$ cat src/design/hwm_defines.svh
// Notes on behaviour
// - A multiply finishes in one instruction cycle with no stall.
// - Both operands are unsigned and the full 16-bit product is kept.
// - The product's upper byte goes to the high product byte, lower to low.
// - A multiply never changes any flag of the ALU status register.
// - One operand always comes from the working register.
`ifndef HWM_DEFINES_SVH
`define HWM_DEFINES_SVH
`define HWM_OP_W       8
`define HWM_PROD_W     16
`define HWM_PROD_RESET 16'h0000
`define HWM_STAT_W     8
`define HWM_STAT_RESET 8'h00
`define HWM_DONE_RESET 1'b0
`endif

$ cat src/design/hwm_pkg.sv
package hwm_pkg;
	typedef struct packed {
		logic [7:0] high_byte;
		logic [7:0] low_byte;
	} hwm_prod_type;
	typedef struct packed {
		logic       wr_high;
		logic       wr_low;
		logic [7:0] data;
	} hwm_prodwr_type;
endpackage

$ cat src/design/hwm_multiplier.sv
`timescale 1ns/10ps
`include "hwm_defines.svh"
module hwm_multiplier (
	// Clock and reset
	input  wire logic                  i_clk,
	input  wire logic                  i_rst_n,
	input  wire logic                  i_ce,
	// Multiply request from instruction execution
	input  wire logic                  i_mul_en,
	input  wire logic [7:0]            i_working_register,
	input  wire logic [7:0]            i_operand,
	// Direct software writes to the product bytes
	input  wire hwm_pkg::hwm_prodwr_type i_prod_wr,
	// ALU status from the core, passed through untouched
	input  wire logic [7:0]            i_alu_status_register,
	// Results
	output logic [7:0]                 o_product_high_byte,
	output logic [7:0]                 o_product_low_byte,
	output logic [7:0]                 o_alu_status_register,
	output logic                       o_mul_done
);
	hwm_pkg::hwm_prod_type prod_reg;
	hwm_pkg::hwm_prod_type prod_next;
	logic [7:0]            stat_reg;
	logic [7:0]            stat_next;
	logic                  done_reg;
	logic                  done_next;
	logic [15:0]           mul_full;

	// Full width product, no truncation
	assign mul_full = 16'(i_working_register) * 16'(i_operand);

	// Product group: multiply wins over a same-cycle byte write,
	// as the multiply is the later op of the instruction
	always_comb begin
		prod_next = prod_reg;
		if (i_mul_en) begin
			prod_next.high_byte = mul_full[15:8];
			prod_next.low_byte  = mul_full[7:0];
		end else begin
			if (i_prod_wr.wr_high)
				prod_next.high_byte = i_prod_wr.data;
			if (i_prod_wr.wr_low)
				prod_next.low_byte = i_prod_wr.data;
		end
	end

	always_ff @(posedge i_clk or negedge i_rst_n) begin
		if (!i_rst_n) begin
			prod_reg <= `HWM_PROD_RESET;
		end else if (i_ce) begin
			prod_reg <= prod_next;
		end
	end

	// Status group: a plain copy, so no multiply path reaches a flag
	always_comb begin
		stat_next = i_alu_status_register;
	end

	always_ff @(posedge i_clk or negedge i_rst_n) begin
		if (!i_rst_n) begin
			stat_reg <= `HWM_STAT_RESET;
		end else if (i_ce) begin
			stat_reg <= stat_next;
		end
	end

	// Done group: one pulse per accepted multiply, no stall state
	always_comb begin
		done_next = i_mul_en;
	end

	always_ff @(posedge i_clk or negedge i_rst_n) begin
		if (!i_rst_n) begin
			done_reg <= `HWM_DONE_RESET;
		end else if (i_ce) begin
			done_reg <= done_next;
		end
	end

	assign o_product_high_byte  = prod_reg.high_byte;
	assign o_product_low_byte   = prod_reg.low_byte;
	assign o_alu_status_register = stat_reg;
	assign o_mul_done           = done_reg;

	property p_product;
		@(posedge i_clk) disable iff (!i_rst_n)
		(i_ce && i_mul_en) |=> {o_product_high_byte, o_product_low_byte}
			== $past(i_working_register) * $past(i_operand);
	endproperty
	a_product: assert property (p_product)
		else $error("product wrong after multiply");

	property p_high;
		@(posedge i_clk) disable iff (!i_rst_n)
		(i_ce && i_mul_en) |=> o_product_high_byte
			== 8'(({8'h00, $past(i_working_register)}
			* {8'h00, $past(i_operand)}) >> 8);
	endproperty
	a_high: assert property (p_high)
		else $error("high byte wrong");

	property p_flags;
		@(posedge i_clk) disable iff (!i_rst_n)
		(i_ce && i_mul_en) |=> o_alu_status_register
			== $past(i_alu_status_register);
	endproperty
	a_flags: assert property (p_flags)
		else $error("status flags altered by multiply");

	property p_single;
		@(posedge i_clk) disable iff (!i_rst_n)
		(i_ce && i_mul_en) |=> o_mul_done;
	endproperty
	a_single: assert property (p_single)
		else $error("multiply took more than one cycle");

	property p_hold;
		@(posedge i_clk) disable iff (!i_rst_n)
		(!i_ce) |=> $stable(o_product_low_byte) && $stable(o_mul_done);
	endproperty
	a_hold: assert property (p_hold)
		else $error("state moved with enable low");

	property p_working_register;
		@(posedge i_clk) disable iff (!i_rst_n)
		(i_ce && i_mul_en && i_working_register == 8'h00)
			|=> o_product_low_byte == 8'h00 && o_product_high_byte == 8'h00;
	endproperty
	a_working_register: assert property (p_working_register)
		else $error("zero working register gave nonzero product");

	property p_working_register_one;
		@(posedge i_clk) disable iff (!i_rst_n)
		(i_ce && i_mul_en && i_working_register == 8'h01)
			|=> {o_product_high_byte, o_product_low_byte}
			== {8'h00, $past(i_operand)};
	endproperty
	a_working_register_one: assert property (p_working_register_one)
		else $error("unit working register did not pass operand");

	property p_low;
		@(posedge i_clk) disable iff (!i_rst_n)
		(i_ce && i_mul_en) |=> o_product_low_byte
			== 8'($past(i_working_register) * $past(i_operand));
	endproperty
	a_low: assert property (p_low)
		else $error("low byte wrong");

	property p_done_low;
		@(posedge i_clk) disable iff (!i_rst_n)
		(i_ce && !i_mul_en)
			|=> !o_mul_done;
	endproperty
	a_done_low: assert property (p_done_low)
		else $error("done stayed high without a multiply");

	property p_done_only_mul;
		@(posedge i_clk) disable iff (!i_rst_n)
		$rose(o_mul_done)
			|-> $past(i_ce && i_mul_en);
	endproperty
	a_done_only_mul: assert property (p_done_only_mul)
		else $error("done rose without an accepted multiply");

	property p_mul_wins;
		@(posedge i_clk) disable iff (!i_rst_n)
		(i_ce && i_mul_en && (i_prod_wr.wr_high || i_prod_wr.wr_low))
			|=> {o_product_high_byte, o_product_low_byte}
			== $past(i_working_register) * $past(i_operand);
	endproperty
	a_mul_wins: assert property (p_mul_wins)
		else $error("byte write overrode a multiply");

	property p_wr_high;
		@(posedge i_clk) disable iff (!i_rst_n)
		(i_ce && !i_mul_en && i_prod_wr.wr_high)
			|=> o_product_high_byte == $past(i_prod_wr.data);
	endproperty
	a_wr_high: assert property (p_wr_high)
		else $error("high byte write lost");

	property p_wr_low;
		@(posedge i_clk) disable iff (!i_rst_n)
		(i_ce && !i_mul_en && i_prod_wr.wr_low)
			|=> o_product_low_byte == $past(i_prod_wr.data);
	endproperty
	a_wr_low: assert property (p_wr_low)
		else $error("low byte write lost");

	property p_keep_high;
		@(posedge i_clk) disable iff (!i_rst_n)
		(i_ce && !i_mul_en && !i_prod_wr.wr_high)
			|=> $stable(o_product_high_byte);
	endproperty
	a_keep_high: assert property (p_keep_high)
		else $error("high byte moved without a cause");

	property p_keep_low;
		@(posedge i_clk) disable iff (!i_rst_n)
		(i_ce && !i_mul_en && !i_prod_wr.wr_low)
			|=> $stable(o_product_low_byte);
	endproperty
	a_keep_low: assert property (p_keep_low)
		else $error("low byte moved without a cause");

	property p_hold_high;
		@(posedge i_clk) disable iff (!i_rst_n)
		(!i_ce)
			|=> $stable(o_product_high_byte) && $stable(o_alu_status_register);
	endproperty
	a_hold_high: assert property (p_hold_high)
		else $error("high byte or status moved with enable low");

	property p_stat_copy;
		@(posedge i_clk) disable iff (!i_rst_n)
		i_ce
			|=> o_alu_status_register == $past(i_alu_status_register);
	endproperty
	a_stat_copy: assert property (p_stat_copy)
		else $error("status copy altered");

	property p_next_visible;
		@(posedge i_clk) disable iff (!i_rst_n)
		(i_ce && i_mul_en) ##1 (i_ce && !i_mul_en
			&& !i_prod_wr.wr_high && !i_prod_wr.wr_low)
			|=> {o_product_high_byte, o_product_low_byte}
			== $past(i_working_register, 2) * $past(i_operand, 2);
	endproperty
	a_next_visible: assert property (p_next_visible)
		else $error("product not held for the next instruction");

	// No disable here: the reset is asynchronous and must clear at once
	property p_reset_zero;
		@(posedge i_clk)
		!i_rst_n
			|-> {o_product_high_byte, o_product_low_byte} == `HWM_PROD_RESET
			&& o_mul_done == `HWM_DONE_RESET;
	endproperty
	a_reset_zero: assert property (p_reset_zero)
		else $error("outputs not cleared in reset");
endmodule // hwm_multiplier

$ cat config.mk
export PLATFORM = sky130hd
export DESIGN_NAME = hwm_multiplier
export DESIGN_NICKNAME = d
export VERILOG_FILES = /design/src/design/hwm_pkg.sv /design/src/design/hwm_multiplier.sv
export VERILOG_INCLUDE_DIRS = /design/src /design/src/design
export SDC_FILE = /design/constraint.sdc
export NUM_CORES = 1
export LEC_CHECK = 0
export BUFFER_PORTS_ARGS = -buffer_cell sky130_fd_sc_hd__buf_2
export CORE_ASPECT_RATIO = 0.5
export CORE_MARGIN = 4
export CORE_UTILIZATION = 55
export DETAILED_ROUTE_END_ITERATION = 10
export PLACE_DENSITY = 0.87
export SYNTH_ARGS = -nofsm -noshare
export SYNTH_HDL_FRONTEND = slang
export SYNTH_SLANG_ARGS = --single-unit
export TNS_END_PERCENT = 10
$ cat constraint.sdc
create_clock -name i_clk -period 1 [get_ports i_clk]
set_input_delay 0.1 -clock i_clk [delete_from_list [all_inputs] [get_ports i_clk]]
set_output_delay 0.1 -clock i_clk [all_outputs]
set_load 0.05 [all_outputs]
==> results of run 1 <==
[per-stage QoR]
step	TNS (ns)	total power [mW]	area, µm²	hold slack (ns)
after floorplan	-27.75	5.55	3230	-0.196
after global placement	-33.26	7.28	3970	0.115
after detailed placement	-34.36	7.50	3970	0.105
after CTS	-29.10	8.64	4130	0.0705
after global routing	-30.80	9.61	4200	0.0740
final	-29.20	8.96	4200	0.0714
[power by group through the flow]
stage                     Clock [mW]  Combinational, mW  Sequential (mW)
final                          0.889               6.67             1.40
after global routing           0.952               7.24             1.42
after CTS                      0.898               6.36             1.39
after detailed placement           0               6.10             1.40
after global placement             0               5.88             1.40
after floorplan                    0               3.26             2.29
[cell families (layout without fill, tap and decap cells)]
kind of cell | Yosys count | after routing | synth area share (%)
muxes | 13 | 13 | 4.44
xor gates and xnor gates | 9 | 9 | 2.50
AOI/OAI and AO/OA | 60 | 60 | 11.6
adders and majority gates | 72 | 72 | 37.1
and+or+nand+nor | 103 | 103 | 17.9
DFF | 25 | 25 | 19.8
buffers and inverters | 56 | 165 | 6.69
[registers in the layout, indices dropped and copies added, names as in the netlist]
register,cells
o_product_high_byte,8
o_mul_done,1
o_product_low_byte,8
o_alu_status_register,8
[final cells by class]
| type | instances | area [µm²] | share of cell area [%] |
|---|---|---|---|
| timing repair buffer | 110 | 733 | 17.5 |
| clock inverter | 1 | 7.51 | 0.179 |
| tap | 73 | 91.3 | 2.18 |
| sequential | 25 | 626 | 14.9 |
| multi-input combinational | 257 | 2470 | 58.9 |
| clock buffer | 3 | 75.1 | 1.79 |
| inverter | 51 | 191 | 4.56 |
[worst paths after layout]
| check | startpoint | to | cells after the start |
|---|---|---|---|
| worst max-delay path | i_working_register[3] | o_product_high_byte[6] | 16 |
| worst min-delay path | i_alu_status_register[5] | o_alu_status_register[5] | 2 |
| worst max register to register | o_alu_status_register[3] | o_alu_status_register[3] | 1 |
| worst min register to register | o_product_high_byte[4] | o_product_high_byte[4] | 1 |
| max in group asynchronous | i_rst_n | o_product_low_byte[1] | 2 |
| min in group asynchronous | i_rst_n | o_product_low_byte[4] | 2 |
[layout by cell type (no fill, tap or decap), types with 6 or more instances in the layout]
cell	synthesis	routed
o21ai_0	19	11
clkbuf_4	0	14
nand2_1	28	25
nor2_1	7	7
ha_1	36	30
dfrtp_1	25	25
and2_1	52	46
buf_4	0	57
inv_1	51	47
buf_2	1	38
fa_1	36	31
a21oi_1	14	11
o21ai_1	4	11
xnor2_1	7	6
and2_4	0	6
mux2_2	8	8
[timing repair]
item,CTS,global route
hold buffers,1,0
setup endpoints to repair,14,29
hold endpoints to repair,25,0
pin swaps,26,8
resized for setup,32,23
[per-layer routing]
layer | part of all wire (%) | track usage [%] | vias up
li1 | - | - | 1316
met1 | 42 | 30.7 | 1395
met2 | 49 | 42.1 | 88
met3 | 5.5 | 4.22 | 23
met4 | 2.6 | 9.20 | 0
met5 | 0 | 0 | -
==> results.py, run 1 <==
metrics = {
    "yosys": {
        "synth_edf_count": 0,
        "netlist_top_cells_count": "and2_1, inv_1, fa_1, ha_1, nand2_1",
        "async_flop_share_pct": 100,
        "synth_most_common_cell": "and2_1",
        "synth-seq-area-share_pct": 19.8,
        "synthesis.nets": 448,
        "avgSynthCellArea_um2": 9.35,
        "synth_top_area_share_pct": 22.8,
        "synthCells": 338,
        "syn_area_um2": 3160,
        "synth-main-ff-cell": "dfrtp_1",
        "synth_top_area_cell": "fa_1",
        "ys_warn_count": 0,
        "synth.area.top_cells": "fa_1, dfrtp_1, ha_1",
        "synth_cell_types": 37,
        "synth-seq-cells": 25,
    },
    "worst_setup_path": {
        "path_class": "primary input to register",
        "crit_family": "adder cells",
        "crit_chain": "buf_4, and2_4, fa_1, fa_1, fa_1, inv_1, fa_1, inv_1, ha_1, buf_4, nand3_1, buf_4, nor2_1, a221oi_2, xnor2_1, a31oi_1",
        "r2r_slack_ns": 0.24,
        "worstPathRequired_ns": 1.14,
        "crit_path_max_incr_delay_ns": 0.54,
        "cpMostUsedCell": "fa_1",
        "start_kind": "primary input",
        "crit_path_end_kind": "register",
        "cp.arrival_ns": 3.76,
        "path_buf_inv": 5,
        "cp_slowest_cell": "fa_1",
        "worstPathMaxFanout": 7,
    },
    "grt": {
        "grt_use_total_pct": 24.1,
        "grt_max_degree": 26,
        "grt-ovfl-total": 0,
        "grt_pass1_vias": 2939,
        "grt_pass1_wl_um": 13300,
        "grt_antenna_before_repair": 0,
    },
    "sta": {
        "timing.fmax_mhz": 276,
        "worst_slack_ns": -2.62,
        "post-route-period-util_pct": 362,
        "period_minus_slack_ns": 3.62,
        "max_slew_margin_pct": 64.8,
        "rsz0062_at_grt": "true",
        "setup_viol": 15,
        "worstMarginPinSlew_ns": 0.528,
        "skew_ns": 0,
        "final_hold_viol_count": 0,
        "maxSlewViolCount": 0,
    },
    "die": {
        "die_area_um2": 7090,
        "die_width_um": 115,
        "die_h_um": 61.6,
        "num_rows": 19,
        "io-pin-count": 63,
        "core_um2": 5520,
        "start_util_pct": 57.3,
    },
    "detailed_routing": {
        "route.detailed.drc": 0,
        "drt_first_pass_iters": 4,
        "wire_per_inst_um": 16.1,
        "first_iter_violations": 151,
        "antenna_left": 0,
        "vias_per_cell": 5.43,
        "num_vias": 2822,
        "wl_um": 8400,
    },
    "cells_and_area": {
        "fin_nets": 558,
        "finalNonFillerCells": 520,
        "fillers": 335,
        "area_delta_synth_final_pct": 32.9,
        "utilization_pct": 76.1,
        "drive_gt1_share_pct": 35.1,
        "antenna_cells": 0,
    },
    "status": {
        "status": "finished, violations left",
        "failed_checks": "setup timing",
    },
    "pwr": {
        "p_leak_nw": 2.16,
        "p_int_mw": 4.70,
        "power.switching_mw": 4.26,
        "seqPwrFrac_pct": 15.7,
        "combPwrFrac_pct": 74.4,
        "vdd_drop_max_mv": 2.34,
        "p_per_area_nw_per_um2": 2130,
        "swShare_pct": 47.6,
        "p_clk_share_pct": 9.9,
    },
    "placed_design": {
        "place_ws_ns": -2.92,
        "dpl.cell_count": 515,
        "hpwl_um": 6790,
        "placement.io_buffers": 62,
        "gp_congestion": 0.881,
    },
    "clock_tree": {
        "cts_buffer_depth": 2,
        "clock_sinks": 25,
        "post-cts-setup-buffer-count": 0,
        "cts_root_buf": "clkbuf_16",
        "cts_inserted_buffers": 3,
        "h-tree-depth": 1,
        "cts_tree": "done",
        "clk_latency_ns": 0.26,
        "cts.clk_slew.worst_paths_ns": 0.06,
    },
    "flow_run": {
        "drv_cap": 0,
    },
    "worst_hold_path": {
        "hold_class": "primary input to register",
    },
}
Power figures use the tool's default switching activity.
==> inputs of run 2 (changes only) <==
Clock period 1 ns to 3.8 ns, I/O delays scaled along.
==> run 2 against run 1 <==
  * The run still ends with setup timing left
  * Count of clock-buffer cells in the layout rose by 1
  * Sequential cell count did not move
  * Combinational power fell by 74%
  * Routed wire length rose by 2.0%
  * Final cell count fell by 1.9%
  * Die area did not move
  * Sequential share of layout area rose by 0.16 points
  * Critical path type unchanged
  * Largest power group unchanged
  * Highest routed layer unchanged
==> results.py, run 2 (synthesis gave the netlist of run 1 again) <==
metrics = {
    "grt": {
        "grt_busiest_layer": "met2",
        "grt-ovfl-total": 0,
        "grt_use_total_pct": 24.8,
        "met3_usage_pct": 5.50,
        "grt_pass1_vias": 2893,
        "grt_max_degree": 26,
        "grt_antenna_before_repair": 0,
        "grtUsageMet2_pct": 42.7,
        "grt_use_met1_pct": 32.0,
        "grt_pass1_wl_um": 13600,
    },
    "placed_design": {
        "post_dp_cell_area_um2": 3880,
        "placement.io_buffers": 62,
        "place_ws_ns": -0.356,
        "dpl.cell_count": 504,
        "hpwl_um": 6480,
        "gp_congestion": 0.905,
    },
    "die": {
        "die_area_um2": 7090,
        "core_um2": 5520,
        "start_util_pct": 57.3,
        "die_h_um": 61.6,
        "num_rows": 19,
        "io-pin-count": 63,
        "die_width_um": 115,
    },
    "worst_setup_path": {
        "crit_chain": "buf_6, and2_4, fa_2, fa_1, inv_1, fa_1, fa_1, inv_2, ha_4, buf_4, and2_1, nand3_1, a21oi_2, o22ai_2, mux2i_1, a211o_1",
        "crit_family": "adder cells",
        "worstPathRequired_ns": 3.94,
        "start_kind": "primary input",
        "path_buf_inv": 4,
        "cp_slowest_cell": "fa_1",
        "cpMostUsedCell": "fa_1",
        "crit_path_end_kind": "register",
        "cp.arrival_ns": 4.06,
        "path_class": "primary input to register",
        "worstPathMaxFanout": 7,
        "crit_path_max_incr_delay_ns": 0.54,
    },
    "detailed_routing": {
        "drt_first_pass_iters": 4,
        "vias_per_cell": 5.46,
        "first_iter_violations": 202,
        "route.detailed.drc": 0,
        "wl_um": 8560,
        "num_vias": 2784,
        "antenna_left": 0,
        "wire_per_inst_um": 16.8,
    },
    "pwr": {
        "p_per_area_nw_per_um2": 569,
        "vdd_drop_max_mv": 0.542,
        "p_int_mw": 1.22,
        "p_leak_nw": 2.13,
        "seqPwrFrac_pct": 15.7,
        "p_clk_share_pct": 9.8,
        "power.switching_mw": 1.14,
        "combPwrFrac_pct": 74.5,
        "swShare_pct": 48.3,
    },
    "clock_tree": {
        "cts_root_buf": "clkbuf_16",
        "h-tree-depth": 1,
        "clk_latency_ns": 0.26,
        "cts_buffer_depth": 2,
        "clock_sinks": 25,
        "cts_hold_buffers": 0,
        "cts_tree": "done",
        "cts.clk_slew.worst_paths_ns": 0.06,
        "cts_inserted_buffers": 3,
    },
    "worst_hold_path": {
        "hold_class": "primary input to asynchronous set/reset pin",
    },
    "sta": {
        "skew_ns": 0,
        "maxSlewViolCount": 0,
        "whs_ns": 0.105,
        "setup_viol": 6,
        "period_minus_slack_ns": 3.92,
        "max_slew_margin_pct": 44.6,
        "worstMarginPinSlew_ns": 0.826,
        "post-route-period-util_pct": 103,
        "rsz0062_at_grt": "true",
        "worst_slack_ns": -0.120,
        "timing.fmax_mhz": 255,
        "final_hold_viol_count": 0,
    },
    "cells_and_area": {
        "antenna_cells": 0,
        "stdcell_area_um2": 4150,
        "final_common_cell": "buf_2",
        "area_delta_synth_final_pct": 31.4,
        "fin_nets": 548,
        "finalNonFillerCells": 510,
        "mostFrequentLayoutCells": "buf_2, and2_1, inv_1",
        "drive_gt1_share_pct": 32.7,
    },
    "flow_run": {
        "drv_cap": 0,
    },
    "status": {
        "status": "finished, violations left",
        "failed_checks": "setup timing",
    },
}
[run 2: repair_timing]
item,in CTS,in global routing
pin swaps,14,13
gates resized for setup,12,41
buffers inserted,2,0
cloned,0,0
endpoints found under the setup margin,6,9
[run 2: final timing paths]
path / start / end / slack (ns) / depth (start not counted)
setup / recovery: i_working_register[3] / o_product_high_byte[4] / -0.12 / 16
max in group asynchronous: i_rst_n / o_product_high_byte[5] / 3.33 / 1
setup reg to reg: o_alu_status_register[7] / o_alu_status_register[7] / 3.04 / 1
hold / removal: i_rst_n / o_alu_status_register[7] / 0.11 / 1
hold reg to reg: o_product_low_byte[3] / o_product_low_byte[3] / 0.48 / 2
min in group i_clk: i_alu_status_register[6] / o_alu_status_register[6] / 0.35 / 2
[run 2: power groups by stage]
stage	Clock (mW)	Combinational (mW)	Sequential, mW
2_1_floorplan	0	0.859	0.604
3_3_place_gp	0	1.52	0.369
3_5_place_dp	0	1.55	0.371
4_1_cts	0.233	1.61	0.369
5_1_grt	0.246	1.91	0.377
6_report	0.232	1.76	0.370
[run 2: area by class of cell]
type | count | area (µm²)
fillers | 328 | 1360
repair buffers | 100 | 672
multi-input cells | 257 | 2490
flip-flops and latches | 25 | 626
clock buffers | 4 | 78.8
inverters | 51 | 191
well taps | 73 | 91.3
[run 2: per-stage QoR]
step           setup TNS, ns  total power, mW  utilization [%]
2_1_floorplan        -0.0120             1.46                -
3_3_place_gp           -2.05             1.89             70.4
3_5_place_dp           -2.38             1.92             70.4
4_1_cts               -0.181             2.21             72.7
5_1_grt                -1.40             2.53             75.3
6_report              -0.409             2.36             75.3
[run 2: metal layers]
metal | part of all wire [%] | vias up | routed length, µm
met5 | 0 | - | 0
met4 | 2.3 | 0 | 200
met3 | 7.1 | 22 | 606
met2 | 47 | 119 | 4000
met1 | 44 | 1338 | 3760
li1 | - | 1305 | -
==> inputs of run 3 (changes only) <==
Settings changed: GPL_TIMING_DRIVEN from default to 0, TNS_END_PERCENT 10 to default.
==> run 3 against run 2 <==
  * The run still ends with setup timing left
  * Via count is 0.50% higher
  * Core utilization shrank 1.6 points
  * Critical endpoint is now o_product_high_byte[7]
  * Clock power about the same
  * Register-to-register slack lost 0.05 ns
==> results.py, run 3 (synthesis gave the netlist of run 1 again) <==
metrics = {
    "cells_and_area": {
        "fin_nets": 528,
        "final_common_cell": "buf_2",
        "fillers": 348,
        "drive_gt1_share_pct": 32.4,
        "area_delta_synth_final_pct": 28.7,
        "mostFrequentLayoutCells": "buf_2, inv_1, and2_1",
        "antenna_cells": 0,
    },
    "status": {
        "status": "finished, violations left",
        "failed_checks": "setup timing",
    },
    "grt": {
        "grt_pass1_wl_um": 12800,
        "grt_busiest_layer": "met2",
        "grt-ovfl-total": 0,
        "met3_usage_pct": 3.83,
        "grt_pass1_vias": 2740,
        "grt_use_met1_pct": 31.3,
        "grt_antenna_before_repair": 0,
        "grt_use_total_pct": 22.9,
        "grtUsageMet2_pct": 37.9,
        "grt_max_degree": 26,
    },
    "sta": {
        "period_minus_slack_ns": 3.89,
        "worstMarginPinSlew_ns": 0.531,
        "max_slew_margin_pct": 64.6,
        "post-route-period-util_pct": 102,
        "rsz0062_at_grt": "true",
        "whs_ns": 0.0950,
        "worst_slack_ns": -0.0893,
        "maxSlewViolCount": 0,
        "setup_viol": 5,
        "final_hold_viol_count": 0,
        "skew_ns": 0,
        "final.setup.tns_ns": -0.236,
        "timing.fmax_mhz": 257,
    },
    "worst_setup_path": {
        "worstPathMaxFanout": 8,
        "cp_slowest_cell": "fa_1",
        "path_buf_inv": 4,
        "crit_path_max_incr_delay_ns": 0.52,
        "cpMostUsedCell": "fa_1",
        "worstPathRequired_ns": 3.94,
        "crit_path_end_kind": "register",
        "path_class": "primary input to register",
        "crit_chain": "buf_8, nand2_4, fa_1, fa_1, inv_2, fa_1, inv_1, fa_1, inv_2, ha_4, o21a_1, o31a_1, o31ai_2, o221ai_1, xnor2_1, o21ai_1",
        "start_kind": "primary input",
        "crit_family": "adder cells",
        "cp.arrival_ns": 4.03,
    },
    "clock_tree": {
        "cts_tree": "done",
        "cts_buffer_depth": 2,
        "clock_sinks": 25,
        "h-tree-depth": 1,
        "cts_inserted_buffers": 3,
        "clk_latency_ns": 0.26,
        "cts_root_buf": "clkbuf_16",
        "cts.clk_slew.worst_paths_ns": 0.07,
        "cts_hold_buffers": 0,
    },
    "placed_design": {
        "hpwl_um": 5980,
        "gp_congestion": 0.836,
        "placement.io_buffers": 62,
    },
    "detailed_routing": {
        "first_iter_violations": 160,
        "antenna_left": 0,
        "wl_um": 8440,
        "drt_first_pass_iters": 4,
        "wire_per_inst_um": 17.2,
        "vias_per_cell": 5.71,
        "route.detailed.drc": 0,
        "num_vias": 2798,
    },
    "die": {
        "io-pin-count": 63,
        "die_h_um": 61.6,
        "die_width_um": 115,
        "core_um2": 5520,
        "die_area_um2": 7090,
        "start_util_pct": 57.3,
        "num_rows": 19,
    },
    "pwr": {
        "vdd_drop_max_mv": 0.526,
        "total_power_mw": 2.38,
        "p_leak_nw": 2.05,
        "p_per_area_nw_per_um2": 585,
    },
    "flow_run": {
        "drv_cap": 0,
    },
    "worst_hold_path": {
        "hold_class": "primary input to asynchronous set/reset pin",
    },
}
run 3: what timing repair did:
item                                   4_1_cts  5_1_grt
endpoints found under the hold margin        0        0
pin swaps                                   40       29
setup endpoints to repair                    7        9
resized for setup                           37       45
buffers inserted                             8        5
run 3: metrics by stage:
| stage | util (%) | std cells | cell area [µm²] | setup WS, ns |
|---|---|---|---|---|
| floorplan | - | 338 | 3230 | -0.0120 |
| global placement | 65.8 | 473 | 3630 | -0.388 |
| detailed placement | 65.8 | 473 | 3630 | -0.426 |
| CTS | 70.2 | 485 | 3870 | -0.0701 |
| global route | 73.7 | 490 | 4070 | -0.215 |
| finish | 73.7 | 490 | 4070 | -0.0893 |
run 3: cell type report:
type | count | area (µm²) | area share, %
multi-input combinational | 257 | 2520 | 62.0
sequential | 25 | 626 | 15.4
timing repair buffer | 75 | 533 | 13.1
inverter | 51 | 191 | 4.71
tap | 73 | 91.3 | 2.25
clock buffer | 3 | 75.1 | 1.85
buffer | 5 | 20.0 | 0.492
clock inverter | 1 | 7.51 | 0.185
run 3: worst register-to-register path, cell delays in order, from the launching register on:
cell,delay (ns)
dfrtp_1,0.38
a21oi_1,0.17
a31oi_1,0.09
run 3: path summary, 6_finish.rpt:
kind | slack (ns) | depth (start not counted) | start | endpoint
setup / recovery | -0.09 | 16 | i_operand[2] | o_product_high_byte[7]
hold reg to reg | 0.48 | 2 | o_product_low_byte[2] | o_product_low_byte[2]
min in group i_clk | 0.35 | 2 | i_alu_status_register[4] | o_alu_status_register[4]
setup reg to reg | 2.99 | 2 | o_product_high_byte[6] | o_product_high_byte[6]
max in group asynchronous | 3.35 | 1 | i_rst_n | o_product_low_byte[5]
hold / removal | 0.1 | 1 | i_rst_n | o_product_high_byte[4]
run 3: metal layers:
| layer | wire [µm] | share of wire [%] |
|---|---|---|
| met2 | 4010 | 47 |
| met1 | 3520 | 42 |
| met4 | 293 | 3.5 |
| met3 | 621 | 7.4 |
| met5 | 0 | 0 |
run 3: power by group:
group / internal [mW] / switching, mW / total, mW / leakage [nW]
Sequential: 0.332 / 0.0373 / 0.370 / 0.304
Combinational: 0.759 / 1.01 / 1.77 / 1.71
Clock: 0.143 / 0.0916 / 0.234 / 0.0371
